File: src/shared/ifaaf_defines.svh
// Register offsets, field positions, reset values and counts for the IF front end
`ifndef IFAAF_DEFINES_SVH
`define IFAAF_DEFINES_SVH

// ----------------------------------------
// Register offsets
// ----------------------------------------
`define IFAAF_ADDR_STANDBY 7'h00
`define IFAAF_ADDR_BIAS 7'h01
`define IFAAF_ADDR_ATTN 7'h03
`define IFAAF_ADDR_AGC_REF 7'h06
`define IFAAF_ADDR_REF_HI 7'h10
`define IFAAF_ADDR_REF_LO 7'h11
`define IFAAF_ADDR_FB_HI 7'h12
`define IFAAF_ADDR_FB_LO 7'h13
`define IFAAF_ADDR_PUMP 7'h14
`define IFAAF_ADDR_FA_HI 7'h15
`define IFAAF_ADDR_FA_LO 7'h16
`define IFAAF_ADDR_FILT_RESP 7'h1c
`define IFAAF_ADDR_NEG_CAP 7'h1d
`define IFAAF_ADDR_POS_CAP 7'h1e

// ----------------------------------------
// Reset values
// ----------------------------------------
`define IFAAF_RST_STANDBY 8'hff
`define IFAAF_RST_REF_LO 8'h38
`define IFAAF_RST_FB_LO 8'h3c
`define IFAAF_RST_FA_LO 8'h04
`define IFAAF_RST_FILT_RESP 8'h00

// ----------------------------------------
// Field positions
// ----------------------------------------
`define IFAAF_SBY_VGA_BIT 2
`define IFAAF_SBY_ADC_BIT 3
`define IFAAF_SBY_CK_BIT 5
`define IFAAF_AMP_BIAS_HI 7
`define IFAAF_AMP_BIAS_LO 6
`define IFAAF_MIX_BIAS_HI 5
`define IFAAF_MIX_BIAS_LO 4
`define IFAAF_OSC_BIAS_HI 3
`define IFAAF_OSC_BIAS_LO 2
`define IFAAF_ATTN_BIT 7
`define IFAAF_PUMP_FAST_BIT 6
`define IFAAF_PUMP_POL_BIT 5
`define IFAAF_PUMP_CUR_HI 4
`define IFAAF_PUMP_CUR_LO 2
`define IFAAF_PUMP_TEST_BIT 0
`define IFAAF_CAP_ERR_BIT 5

// ----------------------------------------
// Serial frame and tuning counts
// ----------------------------------------
`define IFAAF_FRAME_BITS 5'd16
`define IFAAF_ADDR_DONE_CNT 5'd7
`define IFAAF_DATA_START_CNT 5'd8
`define IFAAF_SHIFT_START_CNT 5'd9
`define IFAAF_LAST_BIT_CNT 5'd15
`define IFAAF_CAP_MAX 5'd31

`endif

File: src/shared/ifaaf_pkg.sv
// Types shared by the IF front end design files
package ifaaf_pkg;
	typedef enum logic [1:0] {TUNE_IDLE, TUNE_MEASURE, TUNE_COMPUTE} ifaaf_tune_state_t;
	typedef logic [4:0] ifaaf_cap_t;
endpackage

File: src/hw/ifaaf_spi_slave.sv
// Serial peripheral port slave: 16-bit frames, read/write flag, 7-bit address, 8-bit data
`timescale 1ns/100ps
`include "ifaaf_defines.svh"
module ifaaf_spi_slave
	import ifaaf_pkg::*;
(
	input wire logic i_mclk,
	input wire logic i_rst_n,
	input wire logic i_spi_cs_n,
	input wire logic i_spi_clk,
	input wire logic i_spi_mosi,
	input wire logic [7:0] i_rdata,
	output logic [6:0] o_addr,
	output logic [7:0] o_wdata,
	output logic o_wr,
	output logic o_miso,
	output logic o_miso_oe
);
	// ----------------------------------------
	// Pin synchronisers
	// ----------------------------------------
	logic [1:0] cs_sync_reg, clk_sync_reg, mosi_sync_reg;
	logic clk_dly_reg;
	logic cs_act, clk_rise, clk_fall, mosi_s;

	always_ff @(posedge i_mclk or negedge i_rst_n)
	begin
		if (!i_rst_n)
		begin
			cs_sync_reg <= 2'h3;
			clk_sync_reg <= 2'h0;
			mosi_sync_reg <= 2'h0;
			clk_dly_reg <= 1'b0;
		end
		else
		begin
			cs_sync_reg <= {cs_sync_reg[0], i_spi_cs_n};
			clk_sync_reg <= {clk_sync_reg[0], i_spi_clk};
			mosi_sync_reg <= {mosi_sync_reg[0], i_spi_mosi};
			clk_dly_reg <= clk_sync_reg[1];
		end
	end

	assign cs_act = ~cs_sync_reg[1];
	assign mosi_s = mosi_sync_reg[1];
	assign clk_rise = cs_act & clk_sync_reg[1] & ~clk_dly_reg;
	assign clk_fall = cs_act & ~clk_sync_reg[1] & clk_dly_reg;

	// ----------------------------------------
	// Frame engine
	// ----------------------------------------
	logic [4:0] cnt_reg, cnt_next;
	logic [6:0] sh_reg, sh_next, addr_reg, addr_next;
	logic rd_reg, rd_next, load_reg, load_next, wr_reg, wr_next;
	logic [7:0] out_reg, out_next, wdata_reg, wdata_next;

	always_comb
	begin
		cnt_next = cnt_reg;
		sh_next = sh_reg;
		addr_next = addr_reg;
		rd_next = rd_reg;
		load_next = 1'b0;
		wr_next = 1'b0;
		out_next = out_reg;
		wdata_next = wdata_reg;
		if (!cs_act)
			cnt_next = 5'h00;
		else if (clk_rise && cnt_reg < `IFAAF_FRAME_BITS)
		begin
			cnt_next = cnt_reg + 5'h01;
			sh_next = {sh_reg[5:0], mosi_s};
			if (cnt_reg == `IFAAF_ADDR_DONE_CNT)
			begin
				// Address known: fetch read data before the next falling edge
				rd_next = sh_reg[6];
				addr_next = {sh_reg[5:0], mosi_s};
				load_next = 1'b1;
			end
			if (cnt_reg == `IFAAF_LAST_BIT_CNT && !rd_reg)
			begin
				wr_next = 1'b1;
				wdata_next = {sh_reg, mosi_s};
			end
		end
		else if (clk_fall && cnt_reg >= `IFAAF_SHIFT_START_CNT)
			out_next = {out_reg[6:0], 1'b0};
		if (load_reg)
			out_next = i_rdata;
	end

	always_ff @(posedge i_mclk or negedge i_rst_n)
	begin
		if (!i_rst_n)
		begin
			cnt_reg <= 5'h00;
			sh_reg <= 7'h00;
			addr_reg <= 7'h00;
			rd_reg <= 1'b0;
			load_reg <= 1'b0;
			wr_reg <= 1'b0;
			out_reg <= 8'h00;
			wdata_reg <= 8'h00;
		end
		else
		begin
			cnt_reg <= cnt_next;
			sh_reg <= sh_next;
			addr_reg <= addr_next;
			rd_reg <= rd_next;
			load_reg <= load_next;
			wr_reg <= wr_next;
			out_reg <= out_next;
			wdata_reg <= wdata_next;
		end
	end

	assign o_addr = addr_reg;
	assign o_wdata = wdata_reg;
	assign o_wr = wr_reg;
	assign o_miso = out_reg[7];
	assign o_miso_oe = cs_act & rd_reg & (cnt_reg >= `IFAAF_DATA_START_CNT);
endmodule

File: src/hw/ifaaf_rc_meter.sv
// Counts on-chip RC oscillator edges over a fixed window of sampling-clock cycles
`timescale 1ns/100ps
module ifaaf_rc_meter
	import ifaaf_pkg::*;
#(
	parameter int WINDOW_CYCLES = 256,
	parameter int COUNT_W = 12
)
(
	input wire logic i_mclk,
	input wire logic i_rst_n,
	input wire logic i_start,
	input wire logic i_rc_osc,
	output logic [COUNT_W-1:0] o_count,
	output logic o_done,
	output logic o_active
);
	localparam logic [COUNT_W-1:0] WIN_LAST = COUNT_W'(WINDOW_CYCLES - 1);

	logic [1:0] osc_sync_reg;
	logic osc_dly_reg;
	logic [COUNT_W-1:0] win_reg, win_next, edges_reg, edges_next;
	logic act_reg, act_next, done_reg, done_next;
	logic osc_rise;

	assign osc_rise = osc_sync_reg[1] & ~osc_dly_reg;

	// ----------------------------------------
	// Window counter
	// ----------------------------------------
	always_comb
	begin
		win_next = win_reg;
		edges_next = edges_reg;
		act_next = act_reg;
		done_next = 1'b0;
		if (i_start)
		begin
			// Restart discards any window in progress
			win_next = '0;
			edges_next = '0;
			act_next = 1'b1;
		end
		else if (act_reg)
		begin
			win_next = win_reg + 1'b1;
			// Saturate so a fast oscillator cannot wrap to a small count
			if (osc_rise && edges_reg != '1)
				edges_next = edges_reg + 1'b1;
			if (win_reg == WIN_LAST)
			begin
				act_next = 1'b0;
				done_next = 1'b1;
			end
		end
	end

	always_ff @(posedge i_mclk or negedge i_rst_n)
	begin
		if (!i_rst_n)
		begin
			osc_sync_reg <= 2'h0;
			osc_dly_reg <= 1'b0;
			win_reg <= '0;
			edges_reg <= '0;
			act_reg <= 1'b0;
			done_reg <= 1'b0;
		end
		else
		begin
			osc_sync_reg <= {osc_sync_reg[0], i_rc_osc};
			osc_dly_reg <= osc_sync_reg[1];
			win_reg <= win_next;
			edges_reg <= edges_next;
			act_reg <= act_next;
			done_reg <= done_next;
		end
	end

	assign o_count = edges_reg;
	assign o_done = done_reg;
	assign o_active = act_reg;
endmodule

File: src/hw/ifaaf_top.sv
// IF front end configuration registers and antialias filter tuning engine
//
// Summary of operation
// - A write to the filter response register starts a tuning run.
// - Response register resets to zero; writing zero locks it until reset.
// - Tuning counts RC oscillator edges against the sampling clock.
// - Measurement and response code yield two 5-bit capacitor codes.
// - Unreachable codes saturate at range limits and set that array's error flag.
// - Cutoff is sampling clock over 3.2, times 0x60 over response code.
// - Four bias settings drive the clock oscillator core.
// - Clock synthesizer standby bit disables the on-chip clock synthesizer.
// - Amplifier bias in bits 7:6, mixer bias in bits 5:4 of 0x01.
// - Gain amplifier runs in host or automatic gain mode, off in standby.
// - Clock synthesizer uses a 14-bit reference and 13-bit feedback divider.
// - Pump current equals pump code plus one, in 0.625 mA steps.
`timescale 1ns/100ps
`include "ifaaf_defines.svh"
module ifaaf_top
	import ifaaf_pkg::*;
#(
	parameter int WINDOW_CYCLES = 256,
	parameter int COUNT_W = 12,
	parameter int POS_SHIFT = 6,
	parameter int NEG_SHIFT = 7,
	parameter int POS_OFFSET = 4,
	parameter int NEG_OFFSET = 4
)
(
	input wire logic i_mclk,
	input wire logic i_rst_n,
	input wire logic i_spi_cs_n,
	input wire logic i_spi_clk,
	input wire logic i_spi_mosi,
	output logic o_spi_miso,
	output logic o_spi_miso_oe,
	input wire logic i_rc_osc,
	output logic o_rc_osc_enable,
	output logic o_tuning_busy,
	output logic [7:0] o_standby_control,
	output logic o_adc_enable,
	output logic o_clk_synth_enable,
	output logic [1:0] o_oscillator_core_bias,
	output logic [1:0] o_amplifier_bias,
	output logic [1:0] o_mixer_bias,
	output logic o_input_attenuator,
	output logic o_vga_enable,
	output logic o_vga_auto_mode,
	output logic [2:0] o_agc_reference,
	output logic [13:0] o_clk_ref_divider,
	output logic [12:0] o_clk_feedback_divider,
	output logic o_clk_lock_fast_enable,
	output logic o_clk_pump_polarity,
	output logic [3:0] o_clk_pump_steps,
	output logic o_clk_test_mode,
	output logic [11:0] o_clk_fast_acquire,
	output logic [4:0] o_pos_cap_code,
	output logic [4:0] o_neg_cap_code,
	output logic o_pos_cap_range_error,
	output logic o_neg_cap_range_error
);
	localparam int PROD_W = COUNT_W + 8;

	// ----------------------------------------
	// Capacitor code arithmetic
	// ----------------------------------------
	// The needed capacitance scales with (oscillator rate / cutoff); the cutoff
	// is f_clk/3.2 * 0x60/code, so the code grows with count * response code.
	function automatic logic [5:0] cap_calc(input logic [COUNT_W-1:0] cnt,
		input logic [7:0] resp, input int shift, input int offset);
		logic [PROD_W-1:0] prod;
		logic [PROD_W-1:0] scaled;
		logic [PROD_W-1:0] off;
		prod = PROD_W'(cnt) * PROD_W'(resp);
		scaled = prod >> shift;
		off = PROD_W'(offset);
		if (scaled < off)
			cap_calc = {1'b1, 5'h00};
		else if (scaled - off > PROD_W'(`IFAAF_CAP_MAX))
			cap_calc = {1'b1, `IFAAF_CAP_MAX};
		else
			cap_calc = {1'b0, 5'((scaled - off))};
	endfunction

	// ----------------------------------------
	// Serial port
	// ----------------------------------------
	logic [6:0] addr;
	logic [7:0] wdata;
	logic wr;
	logic [7:0] rdata;

	ifaaf_spi_slave u_spi (
		.i_mclk(i_mclk),
		.i_rst_n(i_rst_n),
		.i_spi_cs_n(i_spi_cs_n),
		.i_spi_clk(i_spi_clk),
		.i_spi_mosi(i_spi_mosi),
		.i_rdata(rdata),
		.o_addr(addr),
		.o_wdata(wdata),
		.o_wr(wr),
		.o_miso(o_spi_miso),
		.o_miso_oe(o_spi_miso_oe)
	);

	// ----------------------------------------
	// Configuration registers
	// ----------------------------------------
	logic [7:0] sby_reg, sby_next;
	logic [5:0] bias_reg, bias_next;
	logic attn_reg, attn_next;
	logic [2:0] agc_ref_reg, agc_ref_next;
	logic [5:0] ref_hi_reg, ref_hi_next;
	logic [7:0] ref_lo_reg, ref_lo_next;
	logic [4:0] fb_hi_reg, fb_hi_next;
	logic [7:0] fb_lo_reg, fb_lo_next;
	logic [5:0] pump_reg, pump_next;
	logic [3:0] fa_hi_reg, fa_hi_next;
	logic [7:0] fa_lo_reg, fa_lo_next;

	always_comb
	begin
		sby_next = sby_reg;
		bias_next = bias_reg;
		attn_next = attn_reg;
		agc_ref_next = agc_ref_reg;
		ref_hi_next = ref_hi_reg;
		ref_lo_next = ref_lo_reg;
		fb_hi_next = fb_hi_reg;
		fb_lo_next = fb_lo_reg;
		pump_next = pump_reg;
		fa_hi_next = fa_hi_reg;
		fa_lo_next = fa_lo_reg;
		if (wr)
		begin
			if (addr == `IFAAF_ADDR_STANDBY)
				sby_next = wdata;
			else if (addr == `IFAAF_ADDR_BIAS)
				bias_next = wdata[`IFAAF_AMP_BIAS_HI:`IFAAF_OSC_BIAS_LO];
			else if (addr == `IFAAF_ADDR_ATTN)
				attn_next = wdata[`IFAAF_ATTN_BIT];
			else if (addr == `IFAAF_ADDR_AGC_REF)
				agc_ref_next = wdata[2:0];
			else if (addr == `IFAAF_ADDR_REF_HI)
				ref_hi_next = wdata[5:0];
			else if (addr == `IFAAF_ADDR_REF_LO)
				ref_lo_next = wdata;
			else if (addr == `IFAAF_ADDR_FB_HI)
				fb_hi_next = wdata[4:0];
			else if (addr == `IFAAF_ADDR_FB_LO)
				fb_lo_next = wdata;
			else if (addr == `IFAAF_ADDR_PUMP)
				pump_next = {wdata[`IFAAF_PUMP_FAST_BIT:`IFAAF_PUMP_CUR_LO],
					wdata[`IFAAF_PUMP_TEST_BIT]};
			else if (addr == `IFAAF_ADDR_FA_HI)
				fa_hi_next = wdata[3:0];
			else if (addr == `IFAAF_ADDR_FA_LO)
				fa_lo_next = wdata;
		end
	end

	always_ff @(posedge i_mclk or negedge i_rst_n)
	begin
		if (!i_rst_n)
		begin
			sby_reg <= `IFAAF_RST_STANDBY;
			bias_reg <= 6'h00;
			attn_reg <= 1'b0;
			agc_ref_reg <= 3'h0;
			ref_hi_reg <= 6'h00;
			ref_lo_reg <= `IFAAF_RST_REF_LO;
			fb_hi_reg <= 5'h00;
			fb_lo_reg <= `IFAAF_RST_FB_LO;
			pump_reg <= 6'h00;
			fa_hi_reg <= 4'h0;
			fa_lo_reg <= `IFAAF_RST_FA_LO;
		end
		else
		begin
			sby_reg <= sby_next;
			bias_reg <= bias_next;
			attn_reg <= attn_next;
			agc_ref_reg <= agc_ref_next;
			ref_hi_reg <= ref_hi_next;
			ref_lo_reg <= ref_lo_next;
			fb_hi_reg <= fb_hi_next;
			fb_lo_reg <= fb_lo_next;
			pump_reg <= pump_next;
			fa_hi_reg <= fa_hi_next;
			fa_lo_reg <= fa_lo_next;
		end
	end

	// ----------------------------------------
	// Filter tuning engine
	// ----------------------------------------
	ifaaf_tune_state_t state_reg, state_next;
	logic [7:0] resp_reg, resp_next;
	logic lock_reg, lock_next;
	logic [COUNT_W-1:0] meas_reg, meas_next;
	ifaaf_cap_t pos_reg, pos_next, neg_reg, neg_next;
	logic pos_err_reg, pos_err_next, neg_err_reg, neg_err_next;
	logic resp_wr, meter_done, meter_active;
	logic [COUNT_W-1:0] meter_count;
	logic [5:0] pos_calc, neg_calc;

	// writes after a zero write are ignored
	assign resp_wr = wr & (addr == `IFAAF_ADDR_FILT_RESP) & ~lock_reg;

	// edges of the RC oscillator counted in sampling-clock cycles
	ifaaf_rc_meter #(
		.WINDOW_CYCLES(WINDOW_CYCLES),
		.COUNT_W(COUNT_W)
	) u_meter (
		.i_mclk(i_mclk),
		.i_rst_n(i_rst_n),
		.i_start(resp_wr),
		.i_rc_osc(i_rc_osc),
		.o_count(meter_count),
		.o_done(meter_done),
		.o_active(meter_active)
	);

	// both arrays from one measurement, code scales inversely to cutoff
	assign pos_calc = cap_calc(meas_reg, resp_reg, POS_SHIFT, POS_OFFSET);
	assign neg_calc = cap_calc(meas_reg, resp_reg, NEG_SHIFT, NEG_OFFSET);

	always_comb
	begin
		state_next = state_reg;
		resp_next = resp_reg;
		lock_next = lock_reg;
		meas_next = meas_reg;
		pos_next = pos_reg;
		neg_next = neg_reg;
		pos_err_next = pos_err_reg;
		neg_err_next = neg_err_reg;
		case (state_reg)
			TUNE_IDLE:
				state_next = TUNE_IDLE;
			TUNE_MEASURE:
				if (meter_done)
				begin
					meas_next = meter_count;
					state_next = TUNE_COMPUTE;
				end
			TUNE_COMPUTE:
			begin
				pos_next = pos_calc[4:0];
				neg_next = neg_calc[4:0];
				pos_err_next = pos_calc[5];
				neg_err_next = neg_calc[5];
				state_next = TUNE_IDLE;
			end
			default:
				state_next = TUNE_IDLE;
		endcase
		if (resp_wr)
		begin
			resp_next = wdata;
			// a zero write locks the register
			if (wdata == 8'h00)
				lock_next = 1'b1;
			// restart overrides a run in progress and clears flags
			pos_err_next = 1'b0;
			neg_err_next = 1'b0;
			// Codes of an aborted run are never loaded
			pos_next = pos_reg;
			neg_next = neg_reg;
			state_next = TUNE_MEASURE;
		end
	end

	always_ff @(posedge i_mclk or negedge i_rst_n)
	begin
		if (!i_rst_n)
		begin
			state_reg <= TUNE_IDLE;
			resp_reg <= `IFAAF_RST_FILT_RESP;
			lock_reg <= 1'b0;
			meas_reg <= '0;
			pos_reg <= 5'h00;
			neg_reg <= 5'h00;
			pos_err_reg <= 1'b0;
			neg_err_reg <= 1'b0;
		end
		else
		begin
			state_reg <= state_next;
			resp_reg <= resp_next;
			lock_reg <= lock_next;
			meas_reg <= meas_next;
			pos_reg <= pos_next;
			neg_reg <= neg_next;
			pos_err_reg <= pos_err_next;
			neg_err_reg <= neg_err_next;
		end
	end

	// ----------------------------------------
	// Read data
	// ----------------------------------------
	always_comb
	begin
		if (addr == `IFAAF_ADDR_STANDBY)
			rdata = sby_reg;
		else if (addr == `IFAAF_ADDR_BIAS)
			rdata = {bias_reg, 2'h0};
		else if (addr == `IFAAF_ADDR_ATTN)
			rdata = {attn_reg, 7'h00};
		else if (addr == `IFAAF_ADDR_AGC_REF)
			rdata = {5'h00, agc_ref_reg};
		else if (addr == `IFAAF_ADDR_REF_HI)
			rdata = {2'h0, ref_hi_reg};
		else if (addr == `IFAAF_ADDR_REF_LO)
			rdata = ref_lo_reg;
		else if (addr == `IFAAF_ADDR_FB_HI)
			rdata = {3'h0, fb_hi_reg};
		else if (addr == `IFAAF_ADDR_FB_LO)
			rdata = fb_lo_reg;
		else if (addr == `IFAAF_ADDR_PUMP)
			rdata = {1'b0, pump_reg[5:1], 1'b0, pump_reg[0]};
		else if (addr == `IFAAF_ADDR_FA_HI)
			rdata = {4'h0, fa_hi_reg};
		else if (addr == `IFAAF_ADDR_FA_LO)
			rdata = fa_lo_reg;
		else if (addr == `IFAAF_ADDR_FILT_RESP)
			rdata = resp_reg;
		else if (addr == `IFAAF_ADDR_NEG_CAP)
			rdata = {2'h0, neg_err_reg, neg_reg};
		else if (addr == `IFAAF_ADDR_POS_CAP)
			rdata = {2'h0, pos_err_reg, pos_reg};
		else
			rdata = 8'h00;
	end

	// ----------------------------------------
	// Analog control outputs
	// ----------------------------------------
	assign o_standby_control = sby_reg;
	assign o_adc_enable = ~sby_reg[`IFAAF_SBY_ADC_BIT];
	// synthesizer off so an external clock source can be used
	assign o_clk_synth_enable = ~sby_reg[`IFAAF_SBY_CK_BIT];
	assign o_oscillator_core_bias = bias_reg[1:0];
	assign o_amplifier_bias = bias_reg[5:4];
	assign o_mixer_bias = bias_reg[3:2];
	assign o_input_attenuator = attn_reg;
	// standby wins over either gain mode
	assign o_vga_enable = ~sby_reg[`IFAAF_SBY_VGA_BIT];
	assign o_vga_auto_mode = (agc_ref_reg != 3'h0);
	assign o_agc_reference = agc_ref_reg;
	assign o_clk_ref_divider = {ref_hi_reg, ref_lo_reg};
	assign o_clk_feedback_divider = {fb_hi_reg, fb_lo_reg};
	assign o_clk_lock_fast_enable = pump_reg[5];
	assign o_clk_pump_polarity = pump_reg[4];
	// pump current in 0.625 mA units
	assign o_clk_pump_steps = {1'b0, pump_reg[3:1]} + 4'h1;
	assign o_clk_test_mode = pump_reg[0];
	assign o_clk_fast_acquire = {fa_hi_reg, fa_lo_reg};
	assign o_pos_cap_code = pos_reg;
	assign o_neg_cap_code = neg_reg;
	assign o_pos_cap_range_error = pos_err_reg;
	assign o_neg_cap_range_error = neg_err_reg;
	assign o_rc_osc_enable = meter_active;
	assign o_tuning_busy = (state_reg != TUNE_IDLE);
endmodule

File: config.mk
export PLATFORM = sky130hd
export DESIGN_NAME = ifaaf_top
export DESIGN_NICKNAME = d
export VERILOG_FILES = /design/src/shared/ifaaf_pkg.sv /design/src/hw/ifaaf_spi_slave.sv /design/src/hw/ifaaf_rc_meter.sv /design/src/hw/ifaaf_top.sv
export VERILOG_INCLUDE_DIRS = /design/src /design/src/shared
export SDC_FILE = /design/constraint.sdc
export NUM_CORES = 1
export LEC_CHECK = 0
export BUFFER_PORTS_ARGS = -buffer_cell sky130_fd_sc_hd__buf_4
export CAP_MARGIN = 20
export CORE_MARGIN = 2
export CORE_UTILIZATION = 60
export DETAILED_ROUTE_END_ITERATION = 8
export GPL_ROUTABILITY_DRIVEN = 0
export PLACE_DENSITY = 0.78
export SYNTH_ARGS = -nofsm -noshare
export SYNTH_HDL_FRONTEND = slang
export SYNTH_SLANG_ARGS = --single-unit
File: constraint.sdc
create_clock -name i_mclk -period 11.8 [get_ports i_mclk]
set_clock_uncertainty 0.2 [all_clocks]
set_input_delay 0.59 -clock i_mclk [delete_from_list [all_inputs] [get_ports i_mclk]]
set_output_delay 0.59 -clock i_mclk [all_outputs]
set_load 0.1 [all_outputs]
* Yosys cells after proc, flatten, opt, wreduce, memory -nomap -nowiden
Index checks and enable logic that the tools add are counted.
Widths: inputs -> output; s select.
** Word-level totals
- Logic and storage cells :: 182
- Register bits :: 172
** Operators by class
- Bitwise logic cells :: 28
- $lt $le $gt $ge :: 7
- Mux-type cells :: 48
- $mul :: 1
- Reductions and logical operators :: 33
- Add/sub/neg operators :: 6
- Equal/unequal tests :: 22
** Operator list (count)
- $mux 8 :: 16
- $eq 7x5->1 const B :: 10
- $mux 12 :: 5
- $gt 20x5->1 const B :: 2
- $mux 6 :: 6
- $add 12x1->12 const B :: 2
- $mul 12x8->20 :: 1
- $not 1->1 :: 19
- $mux 1 :: 16
- $sub 14x3->15 const B :: 1
- $lt 14x3->1 const B :: 1
- $sub 13x3->14 const B :: 1
- $lt 13x3->1 const B :: 1
- $eq 12x8->1 const B :: 1
- $ne 12x12->1 const B :: 1
- $reduce_and 12->1 :: 1
- $reduce_and 2->1 :: 6
- $reduce_and 3->1 :: 4
- $reduce_bool 2->1 :: 6
- $reduce_and 11->1 :: 1
- $ge 5x4->1 const B :: 2
- $mux 5 :: 2
- $reduce_and 10->1 :: 1
- $and 1x1->1 :: 9
- other kinds (25) :: 30

* Logic depth before layout (Yosys ltp)
- Word-level depth :: 16
- Depth in mapped cells :: 25
- Depth with buffers taken out :: 23

* Modules after synthesis
Synthesis repeated with hierarchy kept, for this count alone.
** Unflattened totals
- Cell total of the unflattened synthesis :: 1114
- Area, all modules :: 11609.9 um^2
** Modules (own cells, without submodules)
- ifaaf_top :: times used 1, area each 8192.9 um^2, cells each 825
- ifaaf_spi_slave :: times used 1, area each 1944.4 um^2, cells each 149
- ifaaf_rc_meter :: times used 1, area each 1472.7 um^2, cells each 140

* Worst setup path before layout
Ideal clock, no wire load.
- Path type :: flip-flop to flip-flop
- Start :: register resp_reg[7]
- End :: register pos_reg[0], in the netlist o_pos_cap_code[0]
- Cell stages (with the launch flop) :: 23
- Data arrival time :: 5.575 ns
- Data required time :: 11.454 ns
- Path buffers :: 1
- Path slack :: 5.879 ns
- Library setup time :: 0.146 ns
- Cells stage by stage :: dfrtp_1 clkbuf_1 nand2_1 fa_1 fa_1 inv_1 fa_1 inv_1 fa_1 inv_1 ha_1 and3_2 a221oi_2 nand2_1 xor2_1 inv_1 ha_1 nand2_1 a211o_2 o211a_1 o31a_1 nor4_4 a32oi_1
** On the way
- Longest elaborated chain between the ends :: 5
** RTL lines
- from (decl) :: line ifaaf_top.sv:198 : logic [7:0] resp_reg, resp_next;
- from (signal assigned) :: line ifaaf_top.sv:279 : resp_reg <= `IFAAF_RST_FILT_RESP;
- from (signal assigned) :: line ifaaf_top.sv:290 : resp_reg <= resp_next;
- $mul 12x8->20 (*) :: line ifaaf_top.sv:73 : prod = PROD_W'(cnt) * PROD_W'(resp);
- $sub 14x3->15
- $gt 20x5->1 :: line ifaaf_top.sv:78 : else if (scaled - off > PROD_W'(`IFAAF_CAP_MAX))
- $mux 6 :: line ifaaf_top.sv:78
- $mux 6 (*) :: line ifaaf_top.sv:76 : if (scaled < off)
- to (signal assigned) :: line ifaaf_top.sv:293 : pos_reg <= pos_next;
- to (decl) :: line ifaaf_top.sv:201 : ifaaf_cap_t pos_reg, pos_next, neg_reg, neg_next;
Every way passes the cells marked *; elsewhere a longest branch is shown, timed or not.
A chain may end at the register's enable or synchronous reset.

* Final worst setup path
- Start :: register resp_reg[7]
- End :: register pos_reg[3], in the netlist o_pos_cap_code[3]
** On the way
- Longest elaborated chain between the ends :: 5
** RTL lines
- $mul 12x8->20 (*) :: line ifaaf_top.sv:73
- $sub 14x3->15 :: line ifaaf_top.sv:81 : cap_calc = {1'b0, 5'((scaled - off))};
- $gt 20x5->1 :: line ifaaf_top.sv:78
- $mux 6 :: line ifaaf_top.sv:78
- $mux 6 (*) :: line ifaaf_top.sv:76
Marks and branches as above.

==> results.ini <==
[setup_path]
reg2reg_from = resp_reg[7]
reg2reg_to = o_pos_cap_code[3]
path_class = flop to flop
crit_fanout = 14
reg2reg_depth = 21
start_kind = flop
endpoint_kind = flop
critical-path-slowest-cell = dfrtp_1
cp.required_ns = 11.89
worst_path_largest_cell_delay_ns = 0.60
r2r_setup_slack_ns = 5.41
crit_chain = nand2_1 -> fa_1 -> fa_1 -> inv_1 -> fa_1 -> inv_1 -> fa_1 -> inv_1 -> ha_1 -> and3_2 -> a221oi_2 -> nand2_1 -> xor2_1 -> inv_1 -> ha_1 -> nand2_1 -> a211o_2 -> o211a_1 -> o31a_1 -> nor4_4 -> a32oi_1
cp.arrival_ns = 6.47

[timing]
worst_pin_slew_ns = 0.956
rsz0062_at_grt = false
setup_viol = 0
hold_viol_final = 0
relSlewSlack_pct = 36.1
drv_slew = 0
fin_setup_tns_ns = 0
fmax_mhz = 157
fin_crit_ns = 6.39
post-route-period-util_pct = 54.1

[global_routing]
grt_max_degree = 79
antenna_found_initial = 0
grt_overflow = 0
grt_pass1_vias = 8914
grt.total_usage_pct = 29.6
grt_pass1_wl_um = 46100

[clock_tree]
clk_pin_slew_ns = 0.07
htree_levels = 4
numCtsBuffers = 17
cts_tree = done
cts-root-buf = clkbuf_16
clk_latency_ns = 0.43
ctsResizeCount = 0
cts.path.max_buffers = 2
cts.sinks = 172

[detailed_routing]
wirelength_um = 28100
drt_iter0_markers = 745
drc = 0
num_vias = 8788
first_pass_iters = 6
wl_per_cell_um = 19.6
ant_nets = 0
via_per_inst = 6.12

[yosys]
avgSynthCellArea_um2 = 10.1
synth_top_cell_by_area = dfrtp_1
synthArstFlopShare_pct = 100
yosysTopAreaCellShare_pct = 34.3
synth_edf_count = 0
synth-main-ff-cell = dfrtp_1
synthDistinctLibCells = 82
synth_area_leaders = dfrtp_1, fa_1, mux2_2, ha_1, nand2_1
synthesis.instances = 1117
ys_ff_latch = 172
yosys_warnings = 0
syn_area_um2 = 11200
ys_seq_area_share_pct = 38.5
synth.net_count = 1228

[place]
dpl.cell_count = 1401
dpl_cell_area_um2 = 12100
dp_hpwl_um = 20500
numPortBuffers = 89

[floorplanning]
start_util_pct = 60.6
die_h_um = 141
die_area_um2 = 19800
die_x_um = 141
io_pins = 90
rows = 50
core_area_um2 = 18500

[power]
p_leak_nw = 6.31
vdd_drop_max_mv = 0.131
power_density_nw_per_um2 = 96.6

[layout]
final_layout_size_suffix_gt1_share_pct = 21.7
layout.nets = 1300
stdcell_count = 1436
area_delta_synth_final_pct = 13.3
insertedDiodeCount = 0
design_area_um2 = 12700

[hold_path]
hold_path.startpoint = i_rc_osc
min_to = u_meter.osc_sync_reg[0]
whs_path_depth = 1
hold_class = primary input to flop

[run_status]
status = completed

[run]
maxCapViolations = 0

## repair_timing
item,in CTS,in global routing
endpoints found under the hold margin,32,0
setup buffers,0,0
hold buffers,1,0
## worst max-delay path by stage
stage                startpoint                 to  slack, ns
CTS                 resp_reg[7]  o_pos_cap_code[3]       5.43
finish              resp_reg[7]  o_pos_cap_code[3]       5.41
floorplan           resp_reg[7]  o_pos_cap_code[0]       5.88
global route        resp_reg[7]  o_pos_cap_code[3]       4.98
global placement    resp_reg[7]  o_pos_cap_code[2]       5.60
detailed placement  resp_reg[7]  o_pos_cap_code[1]       5.44
## where the power goes
group | internal, mW | total (mW) | switching (mW)
sequential | 0.602 | 0.614 | 0.0123
combinational | 0.0119 | 0.0285 | 0.0166
clock | 0.324 | 0.586 | 0.262
## layout by cell type (no fill, tap or decap), types with 18 or more instances in the layout
cell and instances:
inv_1 86, a21oi_1 32, nand3_1 21, dfrtp_1 154, o21ai_0 30, ha_1 46, dfstp_2 18, and2_1 79
buf_4 92, nor2_1 68, fa_1 59, mux2_2 82, nand2_1 153, xnor2_1 20
## cells in the mapped netlist (4+ instances only)
library cell and count:
a21oi_1 32, clkbuf_1 37, ha_1 46, a211oi_1 8
a22oi_1 5, a2111oi_0 4, a22o_1 4, o21a_1 5
nor2_1 68, and3_1 13, nand4_1 13, a21o_1 8
nand2b_1 4, nor3b_1 4, o21ai_0 30, a32oi_1 14
a31oi_1 4, nand2_1 153, dfrtp_1 154, a222oi_1 7
o2111ai_1 4, or3_1 5, mux2_2 82, a221o_1 4
xnor2_1 20, nor3_1 14, nor4_1 4, xor2_1 17
inv_1 86, nor4b_1 4, and2_2 6, nand3_1 21
mux2i_1 4, nor2b_1 4, o211ai_1 8, fa_1 59
dfstp_2 18, and2_1 79
## per-layer routing
layer  routed length [um]  GRT usage, %  vias up
li1                     -             -     3979
met3                 2150          6.73       50
met2                13500          48.7      382
met5                    0             0        -
met4                  559          8.11        0
met1                11800          40.0     4377
## critical path: cells and delay by family, from the launching register on
kind,cells,cell delay [ns]
AO/OA/AOI/OAI,5,1.35
XOR/XNOR,1,0.22
adder cells (fa/ha/maj),6,2.64
buffers and inverters,4,0.30
flip-flops,1,0.60
AND/OR/NAND/NOR,5,0.93
## layout make-up
type / count / area (um^2)
Multi-Input combinational cell: 813 / 6400
Fill cell: 1418 / 5790
Sequential cell: 172 / 4330
Timing Repair Buffer: 96 / 744
Clock buffer: 17 / 425
Inverter: 89 / 334
Tap cell: 234 / 293
Clock inverter: 15 / 203
## metrics by stage
stage / power, mW / hold slack, ns / setup slack (ns) / utilization, %
2_1_floorplan: 0.633 / 0.0944 / 5.88 / -
3_3_place_gp: 0.651 / 0.135 / 5.60 / 65.1
3_5_place_dp: 0.652 / 0.135 / 5.44 / 65.1
4_1_cts: 1.24 / 0.0399 / 5.43 / 68.5
5_1_grt: 1.27 / 0.0393 / 4.98 / 68.7
6_report: 1.23 / 0.0622 / 5.41 / 68.7
## logic make-up (layout without fill, tap and decap cells)
group	count (synthesis)	count (layout)	synth area share, %
multiplexers	86	86	8.58
AO/OA/AOI/OAI	169	169	11.2
adder cells (fa/ha/maj)	105	105	15.6
XOR/XNOR	38	38	3.03
flip-flops	172	172	38.5
AND/OR/NAND/NOR	415	415	18.5
buffers and inverters	132	217	4.56
(Power assumes the default switching activity.)
